==> config.mk <==
export PLATFORM = sky130hd
export DESIGN_NAME = rsbm_top
export DESIGN_NICKNAME = d
export VERILOG_FILES = /design/src/rsbm_delay.v /design/src/rsbm_top.v
export VERILOG_INCLUDE_DIRS = /design/src
export SDC_FILE = /design/constraint.sdc
export NUM_CORES = 1
export LEC_CHECK = 0
export BUFFER_PORTS_ARGS = -buffer_cell sky130_fd_sc_hd__clkbuf_2
export CORE_MARGIN = 2
export CORE_UTILIZATION = 40
export CTS_BUF_LIST = sky130_fd_sc_hd__clkbuf_8
export CTS_CLUSTER_SIZE = 20
export DETAILED_ROUTE_END_ITERATION = 12
export SETUP_SLACK_MARGIN = 0.5
export SYNTH_ARGS = -nofsm -noshare
export SYNTH_HDL_FRONTEND = slang
export SYNTH_SLANG_ARGS = --single-unit
==> constraint.sdc <==
create_clock -name clk -period 3.5 [get_ports clk]
set_clock_uncertainty 0.05 [all_clocks]
set_input_delay 0.175 -clock clk [delete_from_list [all_inputs] [get_ports clk]]
set_output_delay 0.175 -clock clk [all_outputs]
set_load 0.01 [all_outputs]
==> src/rsbm_map.vh <==
// Functional notes
// - Mode 00 or 11 bypasses; clock, sync output.
// - Mode 01 is slip buffer; clock input.
// - Slip mode: sync direction follows bit 2.
// - Mode 10 is FIFO; clock input, latency applied.
// - FIFO delays data by latency clock periods.
// - Latency ignored outside FIFO mode.
// - Sync direction bit read/write, resets to one.
`ifndef RSBM_MAP_VH
`define RSBM_MAP_VH
// Offsets are word indices; the byte address is four times the index
`define RSBM_OFF_SBCTL     10'h116
`define RSBM_OFF_LAT       10'h117
`define RSBM_OFF_STATUS    10'h118
`define RSBM_MODE_LSB      0
`define RSBM_MODE_MSB      1
`define RSBM_SDIR_BIT      2
`define RSBM_LAT_MSB       4
`define RSBM_SBCTL_RST     8'h07
`define RSBM_LAT_RST       8'h00
`define RSBM_MODE_BYP0     2'h0
`define RSBM_MODE_SLIP     2'h1
`define RSBM_MODE_FIFO     2'h2
`define RSBM_RESP_OKAY     2'h0
`define RSBM_RESP_SLVERR   2'h2
`endif

==> src/rsbm_delay.v <==
`timescale 1ns/1ps
`default_nettype none
module rsbm_delay #(
  parameter DEPTH = 32,
  parameter LW    = 5
) (
  // Clock and reset
  input  wire          clk,
  input  wire          rst,
  // Shift control
  input  wire          shift,
  input  wire          din,
  input  wire [LW-1:0] lat,
  // Delayed data
  output reg           dout
);
  reg [DEPTH-1:0] line_r;
  genvar i;
  generate
    for (i = 0; i < DEPTH; i = i + 1) begin : g_tap
      always @(posedge clk or posedge rst) begin
        if (rst)
          line_r[i] <= 1'b0;
        else if (shift)
          line_r[i] <= (i == 0) ? din : line_r[(i == 0) ? 0 : i - 1];
      end
    end
  endgenerate
  // Tap read combinationally: the output register downstream must not
  // add a period of its own, so latency zero matches slip mode
  always @* begin
    dout = (lat == {LW{1'b0}}) ? din : line_r[lat - 1'b1];
  end
endmodule
`default_nettype wire

==> src/rsbm_top.v <==
// Register access over AXI4-Lite is this design's own decision.
`timescale 1ns/1ps
`default_nettype none
`include "rsbm_map.vh"
module rsbm_top #(
  parameter LW = 5
) (
  // Clock and reset
  input  wire        clk,
  input  wire        rst,
  // AXI4-Lite write address
  input  wire [11:0] s_axi_awaddr,
  input  wire        s_axi_awvalid,
  output wire        s_axi_awready,
  // AXI4-Lite write data
  input  wire [31:0] s_axi_wdata,
  input  wire [3:0]  s_axi_wstrb,
  input  wire        s_axi_wvalid,
  output wire        s_axi_wready,
  // AXI4-Lite write response
  output reg  [1:0]  s_axi_bresp,
  output reg         s_axi_bvalid,
  input  wire        s_axi_bready,
  // AXI4-Lite read address
  input  wire [11:0] s_axi_araddr,
  input  wire        s_axi_arvalid,
  output wire        s_axi_arready,
  // AXI4-Lite read data
  output reg  [31:0] s_axi_rdata,
  output reg  [1:0]  s_axi_rresp,
  output reg         s_axi_rvalid,
  input  wire        s_axi_rready,
  // Receive serial clock pin
  input  wire        rx_serial_clock_pin_i,
  output reg         rx_serial_clock_pin_o,
  output wire        rx_serial_clock_pin_oe,
  // Receive frame boundary pin
  input  wire        rx_frame_boundary_pin_i,
  output reg         rx_frame_boundary_pin_o,
  output wire        rx_frame_boundary_pin_oe,
  // Framer side
  input  wire        rec_clk,
  input  wire        rec_data,
  input  wire        rec_sync,
  // System side
  output reg         sys_data,
  output reg         sys_sync
);
  // Registers
  reg  [7:0]    sbctl_r;
  reg  [7:0]    lat_r;
  reg  [11:0]   aw_addr_r;
  reg           aw_have_r;
  reg  [31:0]   w_data_r;
  reg  [3:0]    w_strb_r;
  reg           w_have_r;
  wire [1:0]    mode;
  wire          bypass;
  wire          fifo_mode;
  wire          sync_in;
  wire          do_write;

  assign mode      = sbctl_r[`RSBM_MODE_MSB:`RSBM_MODE_LSB];
  assign fifo_mode = (mode == `RSBM_MODE_FIFO);
  assign bypass    = !fifo_mode && (mode != `RSBM_MODE_SLIP);
  // Sync direction bit only matters with the buffer enabled
  assign sync_in   = !bypass && sbctl_r[`RSBM_SDIR_BIT];

  // Pin directions
  assign rx_serial_clock_pin_oe   = bypass;
  assign rx_frame_boundary_pin_oe = !sync_in;

  // Write channel: address and data accepted in either order
  assign s_axi_awready = !aw_have_r && !s_axi_bvalid;
  assign s_axi_wready  = !w_have_r && !s_axi_bvalid;
  assign do_write      = aw_have_r && w_have_r && !s_axi_bvalid;

  always @(posedge clk or posedge rst) begin
    if (rst) begin
      aw_addr_r    <= 12'h000;
      aw_have_r    <= 1'b0;
      w_data_r     <= 32'h0000_0000;
      w_strb_r     <= 4'h0;
      w_have_r     <= 1'b0;
      s_axi_bvalid <= 1'b0;
      s_axi_bresp  <= `RSBM_RESP_OKAY;
      sbctl_r      <= `RSBM_SBCTL_RST;
      lat_r        <= `RSBM_LAT_RST;
    end else begin
      if (s_axi_awvalid && s_axi_awready) begin
        aw_addr_r <= s_axi_awaddr;
        aw_have_r <= 1'b1;
      end
      if (s_axi_wvalid && s_axi_wready) begin
        w_data_r <= s_axi_wdata;
        w_strb_r <= s_axi_wstrb;
        w_have_r <= 1'b1;
      end
      if (do_write) begin
        aw_have_r    <= 1'b0;
        w_have_r     <= 1'b0;
        s_axi_bvalid <= 1'b1;
        s_axi_bresp  <= `RSBM_RESP_OKAY;
        case (aw_addr_r[11:2])
          `RSBM_OFF_SBCTL: begin
            if (w_strb_r[0])
              sbctl_r <= w_data_r[7:0] & 8'h9F;
          end
          `RSBM_OFF_LAT: begin
            if (w_strb_r[0])
              lat_r <= w_data_r[7:0] & 8'h1F;
          end
          `RSBM_OFF_STATUS: begin
            s_axi_bresp <= `RSBM_RESP_OKAY;
          end
          default: begin
            s_axi_bresp <= `RSBM_RESP_SLVERR;
          end
        endcase
      end else if (s_axi_bvalid && s_axi_bready) begin
        s_axi_bvalid <= 1'b0;
      end
    end
  end

  // Read channel
  reg  [7:0] status_r;
  assign s_axi_arready = !s_axi_rvalid;
  always @(posedge clk or posedge rst) begin
    if (rst) begin
      s_axi_rvalid <= 1'b0;
      s_axi_rdata  <= 32'h0000_0000;
      s_axi_rresp  <= `RSBM_RESP_OKAY;
    end else if (s_axi_arvalid && s_axi_arready) begin
      s_axi_rvalid <= 1'b1;
      s_axi_rresp  <= `RSBM_RESP_OKAY;
      case (s_axi_araddr[11:2])
        `RSBM_OFF_SBCTL:  s_axi_rdata <= {24'h000000, sbctl_r};
        `RSBM_OFF_LAT:    s_axi_rdata <= {24'h000000, lat_r};
        `RSBM_OFF_STATUS: s_axi_rdata <= {24'h000000, status_r};
        default: begin
          s_axi_rdata <= 32'h0000_0000;
          s_axi_rresp <= `RSBM_RESP_SLVERR;
        end
      endcase
    end else if (s_axi_rvalid && s_axi_rready) begin
      s_axi_rvalid <= 1'b0;
    end
  end

  // Pin and framer inputs pass two flip-flops
  reg [1:0] sclk_s_r;
  reg [1:0] fsync_s_r;
  reg [1:0] rclk_s_r;
  reg [1:0] rdat_s_r;
  reg [1:0] rsyn_s_r;
  reg       sclk_d_r;
  reg       rclk_d_r;
  always @(posedge clk or posedge rst) begin
    if (rst) begin
      sclk_s_r  <= 2'h0;
      fsync_s_r <= 2'h0;
      rclk_s_r  <= 2'h0;
      rdat_s_r  <= 2'h0;
      rsyn_s_r  <= 2'h0;
      sclk_d_r  <= 1'b0;
      rclk_d_r  <= 1'b0;
    end else begin
      sclk_s_r  <= {sclk_s_r[0], rx_serial_clock_pin_i};
      fsync_s_r <= {fsync_s_r[0], rx_frame_boundary_pin_i};
      rclk_s_r  <= {rclk_s_r[0], rec_clk};
      rdat_s_r  <= {rdat_s_r[0], rec_data};
      rsyn_s_r  <= {rsyn_s_r[0], rec_sync};
      sclk_d_r  <= sclk_s_r[1];
      rclk_d_r  <= rclk_s_r[1];
    end
  end

  wire sclk_rise = sclk_s_r[1] && !sclk_d_r;
  wire rclk_rise = rclk_s_r[1] && !rclk_d_r;

  // Slip mechanics are outside this block: slip mode retimes one bit
  reg  slip_bit_r;
  reg  slip_sync_r;
  wire fifo_dout;
  wire sys_edge = bypass ? rclk_rise : sclk_rise;

  rsbm_delay #(
    .DEPTH (32),
    .LW    (LW)
  ) u_delay (
    .clk   (clk),
    .rst   (rst),
    .shift (fifo_mode && sclk_rise),
    .din   (slip_bit_r),
    .lat   (lat_r[LW-1:0]),
    .dout  (fifo_dout)
  );

  always @(posedge clk or posedge rst) begin
    if (rst) begin
      slip_bit_r              <= 1'b0;
      slip_sync_r             <= 1'b0;
      sys_data                <= 1'b0;
      sys_sync                <= 1'b0;
      rx_serial_clock_pin_o   <= 1'b0;
      rx_frame_boundary_pin_o <= 1'b0;
      status_r                <= 8'h00;
    end else begin
      rx_serial_clock_pin_o <= rclk_s_r[1];
      if (rclk_rise) begin
        slip_bit_r  <= rdat_s_r[1];
        slip_sync_r <= rsyn_s_r[1];
      end
      rx_frame_boundary_pin_o <= slip_sync_r;
      if (sys_edge) begin
        // Latency only acts in FIFO mode
        sys_data <= fifo_mode ? fifo_dout : slip_bit_r;
        sys_sync <= sync_in ? fsync_s_r[1] : slip_sync_r;
      end
      status_r <= {5'h00, sync_in, fifo_mode, bypass};
    end
  end
endmodule
`default_nettype wire

==> Word level (Yosys, flattened, before mapping) <==
Cells that the tools add are included.
{ "classes": {"n_mux": 17, "addsub": 1, "n_reduce_logical": 32, "n_eq_ne": 8, "order_cmp": 1} }
{ "op_table": {"columns": ["op", "count"], "rows": [
  ["10-bit by 9-bit equality test with 1-bit output (second input constant)", 6],
  ["8-bit one-hot mux with 3 select lines", 1],
  ["1-bit logical AND", 14],
  ["1-bit two-way mux", 13],
  ["1-bit logical NOT", 9],
  ["2-bit nonzero test", 4],
  ["5-bit by 6-bit less-than comparator with 1-bit output (second input constant)", 1],
  ["3-bit AND reduction", 2],
  ["3-bit OR reduction", 2],
  ["1-bit binary-select mux with 5-bit select", 1],
  ["5-bit logical NOT", 1],
  ["5-bit by 1-bit subtractor with 5-bit output (second input constant)", 1],
  ["2-bit two-way mux", 2],
  ["2-bit equality test (second input constant)", 1],
  ["2-bit by 1-bit != test with 1-bit output (second input constant)", 1]
]} }
{ "totals": {"in_bits": 72, "word_cells": 116, "reg_bits": 124, "out_inout_bits": 47} }

==> Logic depth before layout (Yosys ltp) <==
Gate-level depths: netlist of the first run.
{ "depth": {"depth_word": 6, "depth_mapped": 10} }

==> Cells and area by module <==
A second synthesis of the first run with hierarchy kept.
{ "hier_totals": {"cells_unflattened": 285, "area_unflattened_um2": 4132.7} }
{ "by_module_without_submodules": {"columns": ["mod", "cells_each", "area_per_inst_um2", "n_inst"], "rows": [
  ["rsbm_top", 190, 2578.7, 1],
  ["rsbm_delay", 95, 1554.0, 1]
]} }

==> Least setup slack after synthesis of the first run <==
Ideal clock, no wire load.
{ "synth_timing": {"kind": "reg2reg", "startpoint": "reg sbctl_r[0]", "endpoint": "reg sys_data", "required_ns": 3.324, "path_buffers": 0, "stages_incl_launch_ff": 8, "setup_ns": 0.126, "slack_ns": 1.185, "t_arrival_ns": 2.139, "cell_sequence": "dfstp_2 -> inv_1 -> ha_1 -> nor3b_1 -> a21oi_1 -> or4b_2 -> o221ai_1 -> nor3b_1"} }
{ "synth_between": {"elab_chain_len": 4, "elab_cells_between_ends": 6, "classes_between": "eq/ne (2); mux (2); reduce/logical (2)"} }
{ "synth_rtl": {"columns": ["item", "line_no", "rtl"], "rows": [
  ["from (decl)", "rsbm_top.v:50", "reg [7:0] sbctl_r;"],
  ["from (signal assigned)", "rsbm_top.v:87", "sbctl_r <= `RSBM_SBCTL_RST;"],
  ["from (signal assigned)", "rsbm_top.v:107", "sbctl_r <= w_data_r[7:0] & 8'h9F;"],
  ["2-bit equality test (no source line)", null, null],
  ["1-bit logical NOT", "rsbm_top.v:65", "assign bypass = !fifo_mode && (mode != `RSBM_MODE_SLIP);"],
  ["1-bit logical AND *", "rsbm_top.v:65", null],
  ["via rx_serial_clock_pin_oe", "rsbm_top.v:36", "output wire rx_serial_clock_pin_oe,"],
  ["1-bit two-way mux *", "rsbm_top.v:186", "wire sys_edge = bypass ? rclk_rise : sclk_rise;"],
  ["to (signal assigned)", "rsbm_top.v:218", "sys_data <= fifo_mode ? fifo_dout : slip_bit_r;"],
  ["to (decl)", "rsbm_top.v:46", "output reg sys_data,"]
]} }
Mark *: on every way through the listed nets, which the timed path passes. The rest lies on a longest branch.
A chain may end at the register's enable or synchronous reset.

==> Worst setup path after layout of the first run <==
{ "layout_timing": {"startpoint": "reg sbctl_r[0]", "endpoint": "reg sys_data"} }
{ "layout_between": {"elab_chain_len": 4, "elab_cells_between_ends": 6, "classes_between": "eq/ne (2); mux (2); reduce/logical (2)"} }
{ "layout_rtl": {"columns": ["item", "line_no"], "rows": [
  ["2-bit equality test (no source line)", null],
  ["1-bit logical NOT", "rsbm_top.v:65"],
  ["1-bit logical AND", "rsbm_top.v:65"],
  ["1-bit two-way mux", "rsbm_top.v:186"]
]} }
Parallel ways exist; a longest one is shown, timed or not.

==> flow_summary.toml, run 1 <==
[place]
gp_congestion = 0.7577
place_hpwl_um = 4846
port_buffers = 57
placed_area_um2 = 4432

[global_route]
busiest_layer = "met2"
grt_max_degree = 93
grt_pass1_wl_um = 12180
grt_pass1_vias = 2562
met2_usage = 0.2198
grt_antenna_before_repair = 0
use_met1 = 0.1839
overflow = 0
grtUsageTotal = 0.1393
grtUsageMet3 = 0.03030

[finish]
nNetsFinal = 451
drive_above_1_share = 0.4005
multiInputGateArea_um2 = 1582
regArea_um2 = 2306
fill_cells = 922
syn_to_final_growth_pct = 17.87
postLayoutCellArea_um2 = 4845
num_antenna_cells = 0

[clock_tree]
cts_max_level = 3
cts_tree = "done"
cts_root_buf = "clkbuf_8"
cts.clk_slew.worst_paths_ns = 0.09
numCtsBuffers = 9
post_cts_resized = 0
clock_sinks = 92
clock_path_buffers = 2
clock_latency_ns = 0.36

[synth]
avgSynthCellArea_um2 = 13.79
synth-async-reset-ratio = 1.000
synth-seq-cells = 92
synth_warnings = 0
synth-main-ff-cell = "dfrtp_1"
yosysSeqAreaShare = 0.5610
synth_cells = 298
synth_edf_count = 0
synth_area_um2 = 4110
yosysUniqueCellTypes = 47

[timing]
hold_viol = 0
worstMarginPinSlew_ns = 0.8897
setup_viol = 0
fin_crit_sh = 0.7187
tns_ns = 0
rsz0062_at_grt = "false"
maxSlewViolCount = 0
slew_headroom = 0.4019
max_freq_mhz = 397.6
fin_crit_ns = 2.515

[critical_path]
crit_top_cell = "nor3b_1"
r2r_start = "sbctl_r[0]"
crit_start = "sbctl_r[0]"
reg2regPathDepth = 7
critPathLaunchType = "register"
cp_cell_sequence = "inv_1 > ha_1 > nor3b_1 > a21oi_1 > or4b_2 > o221ai_1 > nor3b_1"
worst_ep_required_time_ns = 3.70
crit_path_top_delay_cell = "or4b_2"
cp_data_arrival_time_ns = 2.71
end_kind = "register"
crit_fanout = 6
critical_path.max_stage_delay_ns = 0.66
path_class = "register to register"

[drt]
avgRoutedWirePerCell_um = 13.69
ant_nets = 0
via_per_inst = 4.766
drt_pass1_iterations = 4
drc = 0
routed-via-count = 2469
drt_wl_total_um = 7093
drt_iter0_drc = 91

[floorplanning]
core-area_um2 = 10140
start_util = 0.4054
fp.dieH_um = 105.4
rows = 37
ios = 119
die_w_um = 105.4
fp.dieArea_um2 = 11100

[pwr]
power.density_nw_per_um2 = 500.8
peakVddDrop_uv = 329.9
p_sw_frac = 0.2617
intPower_uw = 1791
p_leak_uw = 0.002359
p_seq_frac = 0.540
netSwitchingPower_uw = 635.1
p_clk_frac = 0.297
p_comb_frac = 0.164

[min_path]
holdCritStartpoint = "s_axi_wdata[2]"
hold_depth = 2
hp-class = "input pin to register"

[run_status]
status = "completed"

[run]
maxCapViolCount = 0
placed cells by master, fill, tap and decap left out, types with 8 or more instances in the layout:
master         synthesis  routed
mux2_2                60      60
mux4_2                 9       9
clkbuf_2               1      57
dfrtp_1               89      89
nand2_1               10      10
dlygate4sd3_1          0      21
conb_1                 1      28
inv_1                 14      14
o21ai_0                8       8
clkbuf_8               0      11
state kept, by name, indices dropped and copies added (netlist names), 2 cells and up:
signal	flops
aw_addr_r	10
fsync_s_r	2
lat_r	5
rclk_s_r	2
rdat_s_r	2
rsyn_s_r	2
s_axi_rdata	6
sbctl_r	6
sclk_s_r	2
status_r	3
u_delay.line_r	32
w_data_r	6
path summary, 6_finish.rpt:
kind,end,slack [ns]
min in group asynchronous,aw_addr_r[5],0.38
max reg2reg,sys_data,0.98
min reg2reg,fsync_s_r[1],0.30
max in group asynchronous,sbctl_r[1],2.60
min,w_data_r[2],0.01
max,sys_data,0.98
worst max-delay path: cells and delay by family (launching register included):
family                   cells  cell delay (ns)
AO/OA/AOI/OAI                2             0.33
buffers and inverters        1             0.07
flip-flops                   1             0.52
AND/OR/NAND/NOR              3             1.04
adder cells (fa/ha/maj)      1             0.40
power groups by stage:
stage,Clock [uW],Sequential [uW],Combinational [uW]
finish,720,1310,397
global route,793,1340,443
CTS,745,1310,405
detailed placement,0,1330,386
global placement,0,1330,374
floorplan,0,1310,303
logic make-up (layout without fill, tap and decap cells):
| kind of cell | after synthesis | in the layout | share of synthesized area |
|---|---|---|---|
| fa+ha+maj | 2 | 2 | 0.006087 |
| buf+inv | 54 | 111 | 0.07884 |
| xor+xnor | 1 | 1 | 0.002131 |
| flops | 92 | 92 | 0.5610 |
| mux | 77 | 77 | 0.2350 |
| simple gates | 41 | 41 | 0.06271 |
| compound gates | 30 | 30 | 0.05327 |
| other cells | 1 | 28 | 0.0009124 |
cell type report:
cell class | instances | share of cell area
Timing Repair Buffer | 81 | 0.1095
Multi-Input combinational cell | 179 | 0.3264
Tap cell | 136 | 0.03512
Clock inverter | 5 | 0.01059
Sequential cell | 92 | 0.4760
Inverter | 14 | 0.01111
Clock buffer | 11 | 0.03125
layer usage:
metal	vias up	routed length, um
met3	10	307
met1	1218	3318
met4	0	118
met2	68	3348
li1	1173	-
met5	-	0
timing repair:
action                                 4_1_cts  5_1_grt
endpoints found under the hold margin      109        0
hold buffers                                21        0
buffers inserted                             0        0
synthesized netlist by cell type, types with 5 or more instances:
master     n  area (um2)
mux4_2     9       202.7
mux2_2    60       675.7
dfrtp_1   89        2227
clkbuf_1   8       30.03
mux2_1     6       67.56
nand3b_1   5       37.54
inv_1     14       52.55
o21ai_0    8       40.04
buf_4     28       210.2
nand2_1   10       37.54
per-stage QoR:
step	instances	total power [uW]	worst slack, ns	util	hold slack [ns]
after floorplan	325	1615	0.8880	-	0.1564
after global placement	481	1703	1.026	0.4371	0.2326
after detailed placement	481	1721	0.9849	0.4371	0.2347
after CTS	518	2463	0.9662	0.4778	0.007098
after global routing	518	2575	0.7926	0.4778	0.007298
final	518	2426	0.9847	0.4778	0.01438
Power figures use the tool's default switching activity.
==> run 2, diff against run 1 <==
- PLACE_DENSITY: not set -> 0.67
- clock period: 3.5 -> 2.27 ns (I/O delays scaled with it)
==> run 2 against run 1 <==
Net effect: core utilization rose by 3.3 points; clock power rose by 35%; critical path type unchanged; total power rose by 52%; highest routed layer unchanged.
==> flow_summary.toml, run 2 (synthesized netlist as in run 1, its figures left out) <==
[pwr]
p_leak_uw = 0.002505
peakVddDrop_uv = 578.1
power_uw = 3699
power.density_nw_per_um2 = 714.7

[global_route]
overflow = 0
grt_pass1_vias = 2586
grt_antenna_before_repair = 0
grt_max_degree = 41
grtUsageTotal = 0.1407
grt_pass1_wl_um = 12460

[critical_path]
worst_ep_required_time_ns = 2.45
cp_cell_sequence = "inv_4 > ha_4 > buf_12 > mux4_2 > mux2_4 > a221o_1 > nor3b_1"
crit_fanout = 5
ff2ff_setup_slack_ns = 0.15
reg2regPathDepth = 7
path_class = "register to register"
r2r_start = "lat_r[0]"
r2r_end = "sys_data"
crit_path_end = "sys_data"
cpLargestDelayFamily = "multiplexers"
cp.depth = 7
crit_path_top_delay_cell = "dfrtp_1"
crit_start = "lat_r[0]"
critical_path.max_stage_delay_ns = 0.45
end_kind = "register"
critPathBufInv = 2
cp_data_arrival_time_ns = 2.30
critPathLaunchType = "register"

[finish]
num_antenna_cells = 0
fill_cells = 860
largest_reg_flops = 32
syn_to_final_growth_pct = 25.94
final_common_cell = "dfrtp_1"
reg.largest.list = "u_delay.line_r (32), aw_addr_r (10)"
layout_common_cells = "88 x dfrtp_1, 56 x clkbuf_2, 55 x mux2_2, 28 x conb_1, 25 x dlygate4sd3_1"
drive_above_1_share = 0.4776
largest_register = "u_delay.line_r"
nNetsFinal = 471

[timing]
setup_viol = 0
worstMarginPinSlew_ns = 0.5799
slew_headroom = 0.6126
hold_viol = 0
tns_ns = 0
fin_crit_ns = 2.120
fin_crit_sh = 0.9339
holdWs_ns = 0.1096
maxSlewViolCount = 0
max_freq_mhz = 471.7
rsz0062_at_grt = "true"

[floorplanning]
start_util = 0.4054
ios = 119
fp.dieArea_um2 = 11100
core-area_um2 = 10140
die_w_um = 105.4
fp.dieH_um = 105.4
rows = 37

[drt]
drt_wl_total_um = 7334
routed-via-count = 2591
drc = 0
via_per_inst = 4.816
drt_pass1_iterations = 6
ant_nets = 0
avgRoutedWirePerCell_um = 13.63
drt_iter0_drc = 99

[clock_tree]
clock_sinks = 92
cts_max_level = 3
cts_root_buf = "clkbuf_8"
numCtsBuffers = 9
cts.clk_slew.worst_paths_ns = 0.09
clock_path_buffers = 2
cts_tree = "done"
clock_latency_ns = 0.35

[run_status]
status = "completed"

[run]
maxCapViolCount = 0

[place]
place_hpwl_um = 5082
gp_congestion = 0.7171
port_buffers = 57

[min_path]
hp-class = "input pin to register"
## run 2: cell count changes in the layout (fill, tap and decap cells not counted), moves of 3 or more
cell and delta:
buf_4 +10, buf_6 +5, clkinvlp_4 +3, dlygate4sd3_1 +4, inv_1 -3, mux2_1 -6, mux2_2 -5, mux2_4 +11
## run 2: per-layer routing
| layer | global-route usage | up-vias | routed length [um] | part of all wire |
|---|---|---|---|---|
| met2 | 0.2226 | 79 | 3496 | 0.48 |
| met3 | 0.03649 | 14 | 340 | 0.046 |
| li1 | - | 1214 | - | - |
| met5 | 0 | - | 0 | 0 |
| met1 | 0.1853 | 1284 | 3342 | 0.46 |
| met4 | 0.05619 | 0 | 154 | 0.021 |
## run 2: repair_timing
| action | in CTS | in global routing |
|---|---|---|
| endpoints found under the hold margin | 48 | 0 |
| setup endpoints to repair | 12 | 19 |
| buffers inserted | 7 | 1 |
| gates cloned | 0 | 0 |
| gates resized for setup | 18 | 12 |
| pin swaps | 7 | 8 |
| hold buffers | 25 | 0 |
## run 2: cell type report
class	instances	area, um2	area share
Clock buffer	10	137.6	0.02659
Sequential cell	92	2307	0.4457
Timing Repair Buffer	101	737.0	0.1424
Tap cell	136	170.2	0.03287
Inverter	14	58.81	0.01136
Multi-Input combinational cell	179	1725	0.3333
Clock inverter	6	40.04	0.007735
## run 2: worst min-delay path by stage
stage | slack, ns | endpoint | start | cells past startpoint
after floorplan | 0.09 | fsync_s_r[0] | rx_frame_boundary_pin_i | 0
after detailed placement | 0.15 | u_delay.line_r[10] | rst | 2
after global routing | 0.14 | s_axi_rdata[7] | s_axi_araddr[2] | 3
final | 0.11 | s_axi_rdata[7] | s_axi_araddr[2] | 3
after CTS | 0.09 | s_axi_rdata[7] | s_axi_araddr[2] | 3
after global placement | 0.14 | u_delay.line_r[8] | rst | 2
## run 2: through the flow
| step | std cells | worst slack [ns] | utilization | area [um2] |
|---|---|---|---|---|
| final | 538 | 0.1500 | 0.5106 | 5176 |
| after global routing | 538 | 0.07053 | 0.5106 | 5176 |
| after CTS | 537 | 0.1487 | 0.5059 | 5129 |
| after detailed placement | 489 | 0.06759 | 0.4507 | 4569 |
| after global placement | 489 | 0.08401 | 0.4507 | 4569 |
| after floorplan | 325 | 0.1183 | - | 4300 |
## run 2: report_power, final
group          switching, uW  leakage, uW  total, uW  internal [uW]
combinational            305      0.00124        681            376
clock                    549    0.0000861        974            426
sequential               174      0.00118       2040           1870
total                   1030      0.00251       3700           2670
## run 2: worst min-delay path, stage by stage
cell and delay, ns:
clkbuf_2 0.15, inv_1 0.07, a32o_1 0.14
==> run 3, diff against run 2 <==
- CTS_BUF_LIST: sky130_fd_sc_hd__clkbuf_8 -> not set
- PLACE_DENSITY: 0.67 -> 0.79
==> run 3 against run 2 <==
Net effect: register-to-register slack gained 0.04 ns; critical endpoint unchanged; global-route usage is 1.2 points higher; setup slack improved by 0.037 ns; highest routed layer unchanged; total power up 2.0%; combinational power rose by 5.1%; largest power group unchanged; core utilization grew 0.89 points; clock-buffer cell count grew 3.
==> flow_summary.toml, run 3 (synthesized netlist as in run 1, its figures left out) <==
[finish]
final_common_cell = "dfrtp_1"
syn_to_final_growth_pct = 28.13
nNetsFinal = 481
drive_above_1_share = 0.4830
layout_common_cells = "88 x dfrtp_1, 55 x clkbuf_2, 54 x mux2_2, 28 x conb_1, 25 x dlygate4sd3_1"
postLayoutCellArea_um2 = 5266
largest_register = "u_delay.line_r"
largest_reg_flops = 32
num_antenna_cells = 0
reg.largest.list = "u_delay.line_r (32), aw_addr_r (10)"

[run_status]
status = "completed"

[timing]
fin_crit_ns = 2.083
setup_viol = 0
rsz0062_at_grt = "true"
max_freq_mhz = 480.1
slew_headroom = 0.5258
hold_viol = 0
maxSlewViolCount = 0
tns_ns = 0
worstMarginPinSlew_ns = 0.7098
fin_crit_sh = 0.9176

[floorplanning]
rows = 37
start_util = 0.4054
ios = 119
die_w_um = 105.4
core-area_um2 = 10140
fp.dieH_um = 105.4
fp.dieArea_um2 = 11100

[pwr]
power.density_nw_per_um2 = 716.5
p_leak_uw = 0.002554
peakVddDrop_uv = 577.1

[global_route]
grt_pass1_wl_um = 13230
grt_max_degree = 34
grtUsageTotal = 0.1526
grt_pass1_vias = 2749
overflow = 0
grt_antenna_before_repair = 0

[place]
placed_area_um2 = 4569
place_hpwl_um = 5291
port_buffers = 57
gp_congestion = 0.7645

[critical_path]
crit_fanout = 5
path_class = "register to register"
cp_cell_sequence = "inv_4 > ha_4 > buf_12 > mux4_2 > mux2_4 > a221o_1 > nor3b_1"
crit_start = "lat_r[0]"
reg2regPathDepth = 7
critPathBufInv = 2
end_kind = "register"
cp_data_arrival_time_ns = 2.28
critical_path.max_stage_delay_ns = 0.44
crit_path_end = "sys_data"
r2r_end = "sys_data"
r2r_start = "lat_r[0]"
critPathLaunchType = "register"
cpLargestDelayFamily = "multiplexers"
crit_path_top_delay_cell = "dfrtp_2"
worst_ep_required_time_ns = 2.47
cp.depth = 7
ff2ff_setup_slack_ns = 0.19

[clock_tree]
cts.clk_slew.worst_paths_ns = 0.09
clock_path_buffers = 2
clock_latency_ns = 0.36
cts_max_level = 3
clock_sinks = 92
numCtsBuffers = 9
cts_tree = "done"
cts_root_buf = "clkbuf_8"

[drt]
drc = 0
drt_pass1_iterations = 4
via_per_inst = 4.830
routed-via-count = 2647
drt_iter0_drc = 135
drt_wl_total_um = 7961
ant_nets = 0
avgRoutedWirePerCell_um = 14.53

[run]
maxCapViolCount = 0

[min_path]
hp-class = "input pin to register"
hold_depth = 4
==> run 3: worst min-delay path by stage <==
| stage | slack [ns] | end | from |
|---|---|---|---|
| 2_1_floorplan | 0.09 | fsync_s_r[0] | rx_frame_boundary_pin_i |
| 3_3_place_gp | 0.17 | rclk_s_r[0] | rec_clk |
| 3_5_place_dp | 0.17 | rsyn_s_r[0] | rec_sync |
| 4_1_cts | 0.1 | s_axi_rresp[1] | s_axi_araddr[4] |
| 5_1_grt | 0.11 | s_axi_rresp[1] | s_axi_araddr[4] |
| 6_report | 0.12 | s_axi_rresp[1] | s_axi_araddr[4] |
==> run 3: what timing repair did <==
action | in CTS | in global routing
resized for setup | 18 | 18
pin swaps | 7 | 5
endpoints found under the setup margin | 43 | 47
buffers inserted | 14 | 4
hold endpoints to repair | 53 | 0
hold buffers | 25 | 0
==> run 3: worst min-delay path, stage by stage <==
cell and delay [ns]:
clkbuf_2 0.09, nand3b_1 0.09, a21oi_1 0.12, o21ai_0 0.08
==> run 3: metrics by stage <==
stage / hold WS [ns] / std cells / util / total power [uW] / worst slack, ns
CTS: 0.09993 / 544 / 0.5112 / 3791 / 0.1866
global route: 0.1107 / 548 / 0.5194 / 3981 / 0.1280
global placement: 0.1721 / 489 / 0.4507 / 2667 / 0.05836
floorplan: 0.09493 / 325 / - / 2516 / 0.1183
detailed placement: 0.1735 / 489 / 0.4507 / 2709 / 0.01475
finish: 0.1189 / 548 / 0.5194 / 3773 / 0.1871
==> run 3: layer usage <==
| layer | vias to the layer above | track usage | part of all wire |
|---|---|---|---|
| met1 | 1326 | 0.1872 | 0.44 |
| met2 | 81 | 0.2507 | 0.50 |
| li1 | 1229 | - | - |
| met5 | - | 0 | 0 |
| met3 | 11 | 0.03896 | 0.045 |
| met4 | 0 | 0.07429 | 0.024 |
==> run 3: report_power, final <==
group | switching, uW | leakage (uW) | internal (uW) | total [uW]
Combinational | 318 | 0.00128 | 398 | 716
Clock | 552 | 0.0000896 | 459 | 1010
Sequential | 175 | 0.00118 | 1870 | 2050
Total | 1050 | 0.00255 | 2730 | 3770
==> run 3: layout make-up <==
class / instances / area, um2
clock buffers: 13 / 158.9
clock inverters: 3 / 21.27
fillers: 851 / 4872
inverters: 14 / 63.81
multi-input cells: 179 / 1725
flip-flops and latches: 92 / 2307
well taps: 136 / 170.2
repair buffers: 111 / 819.5
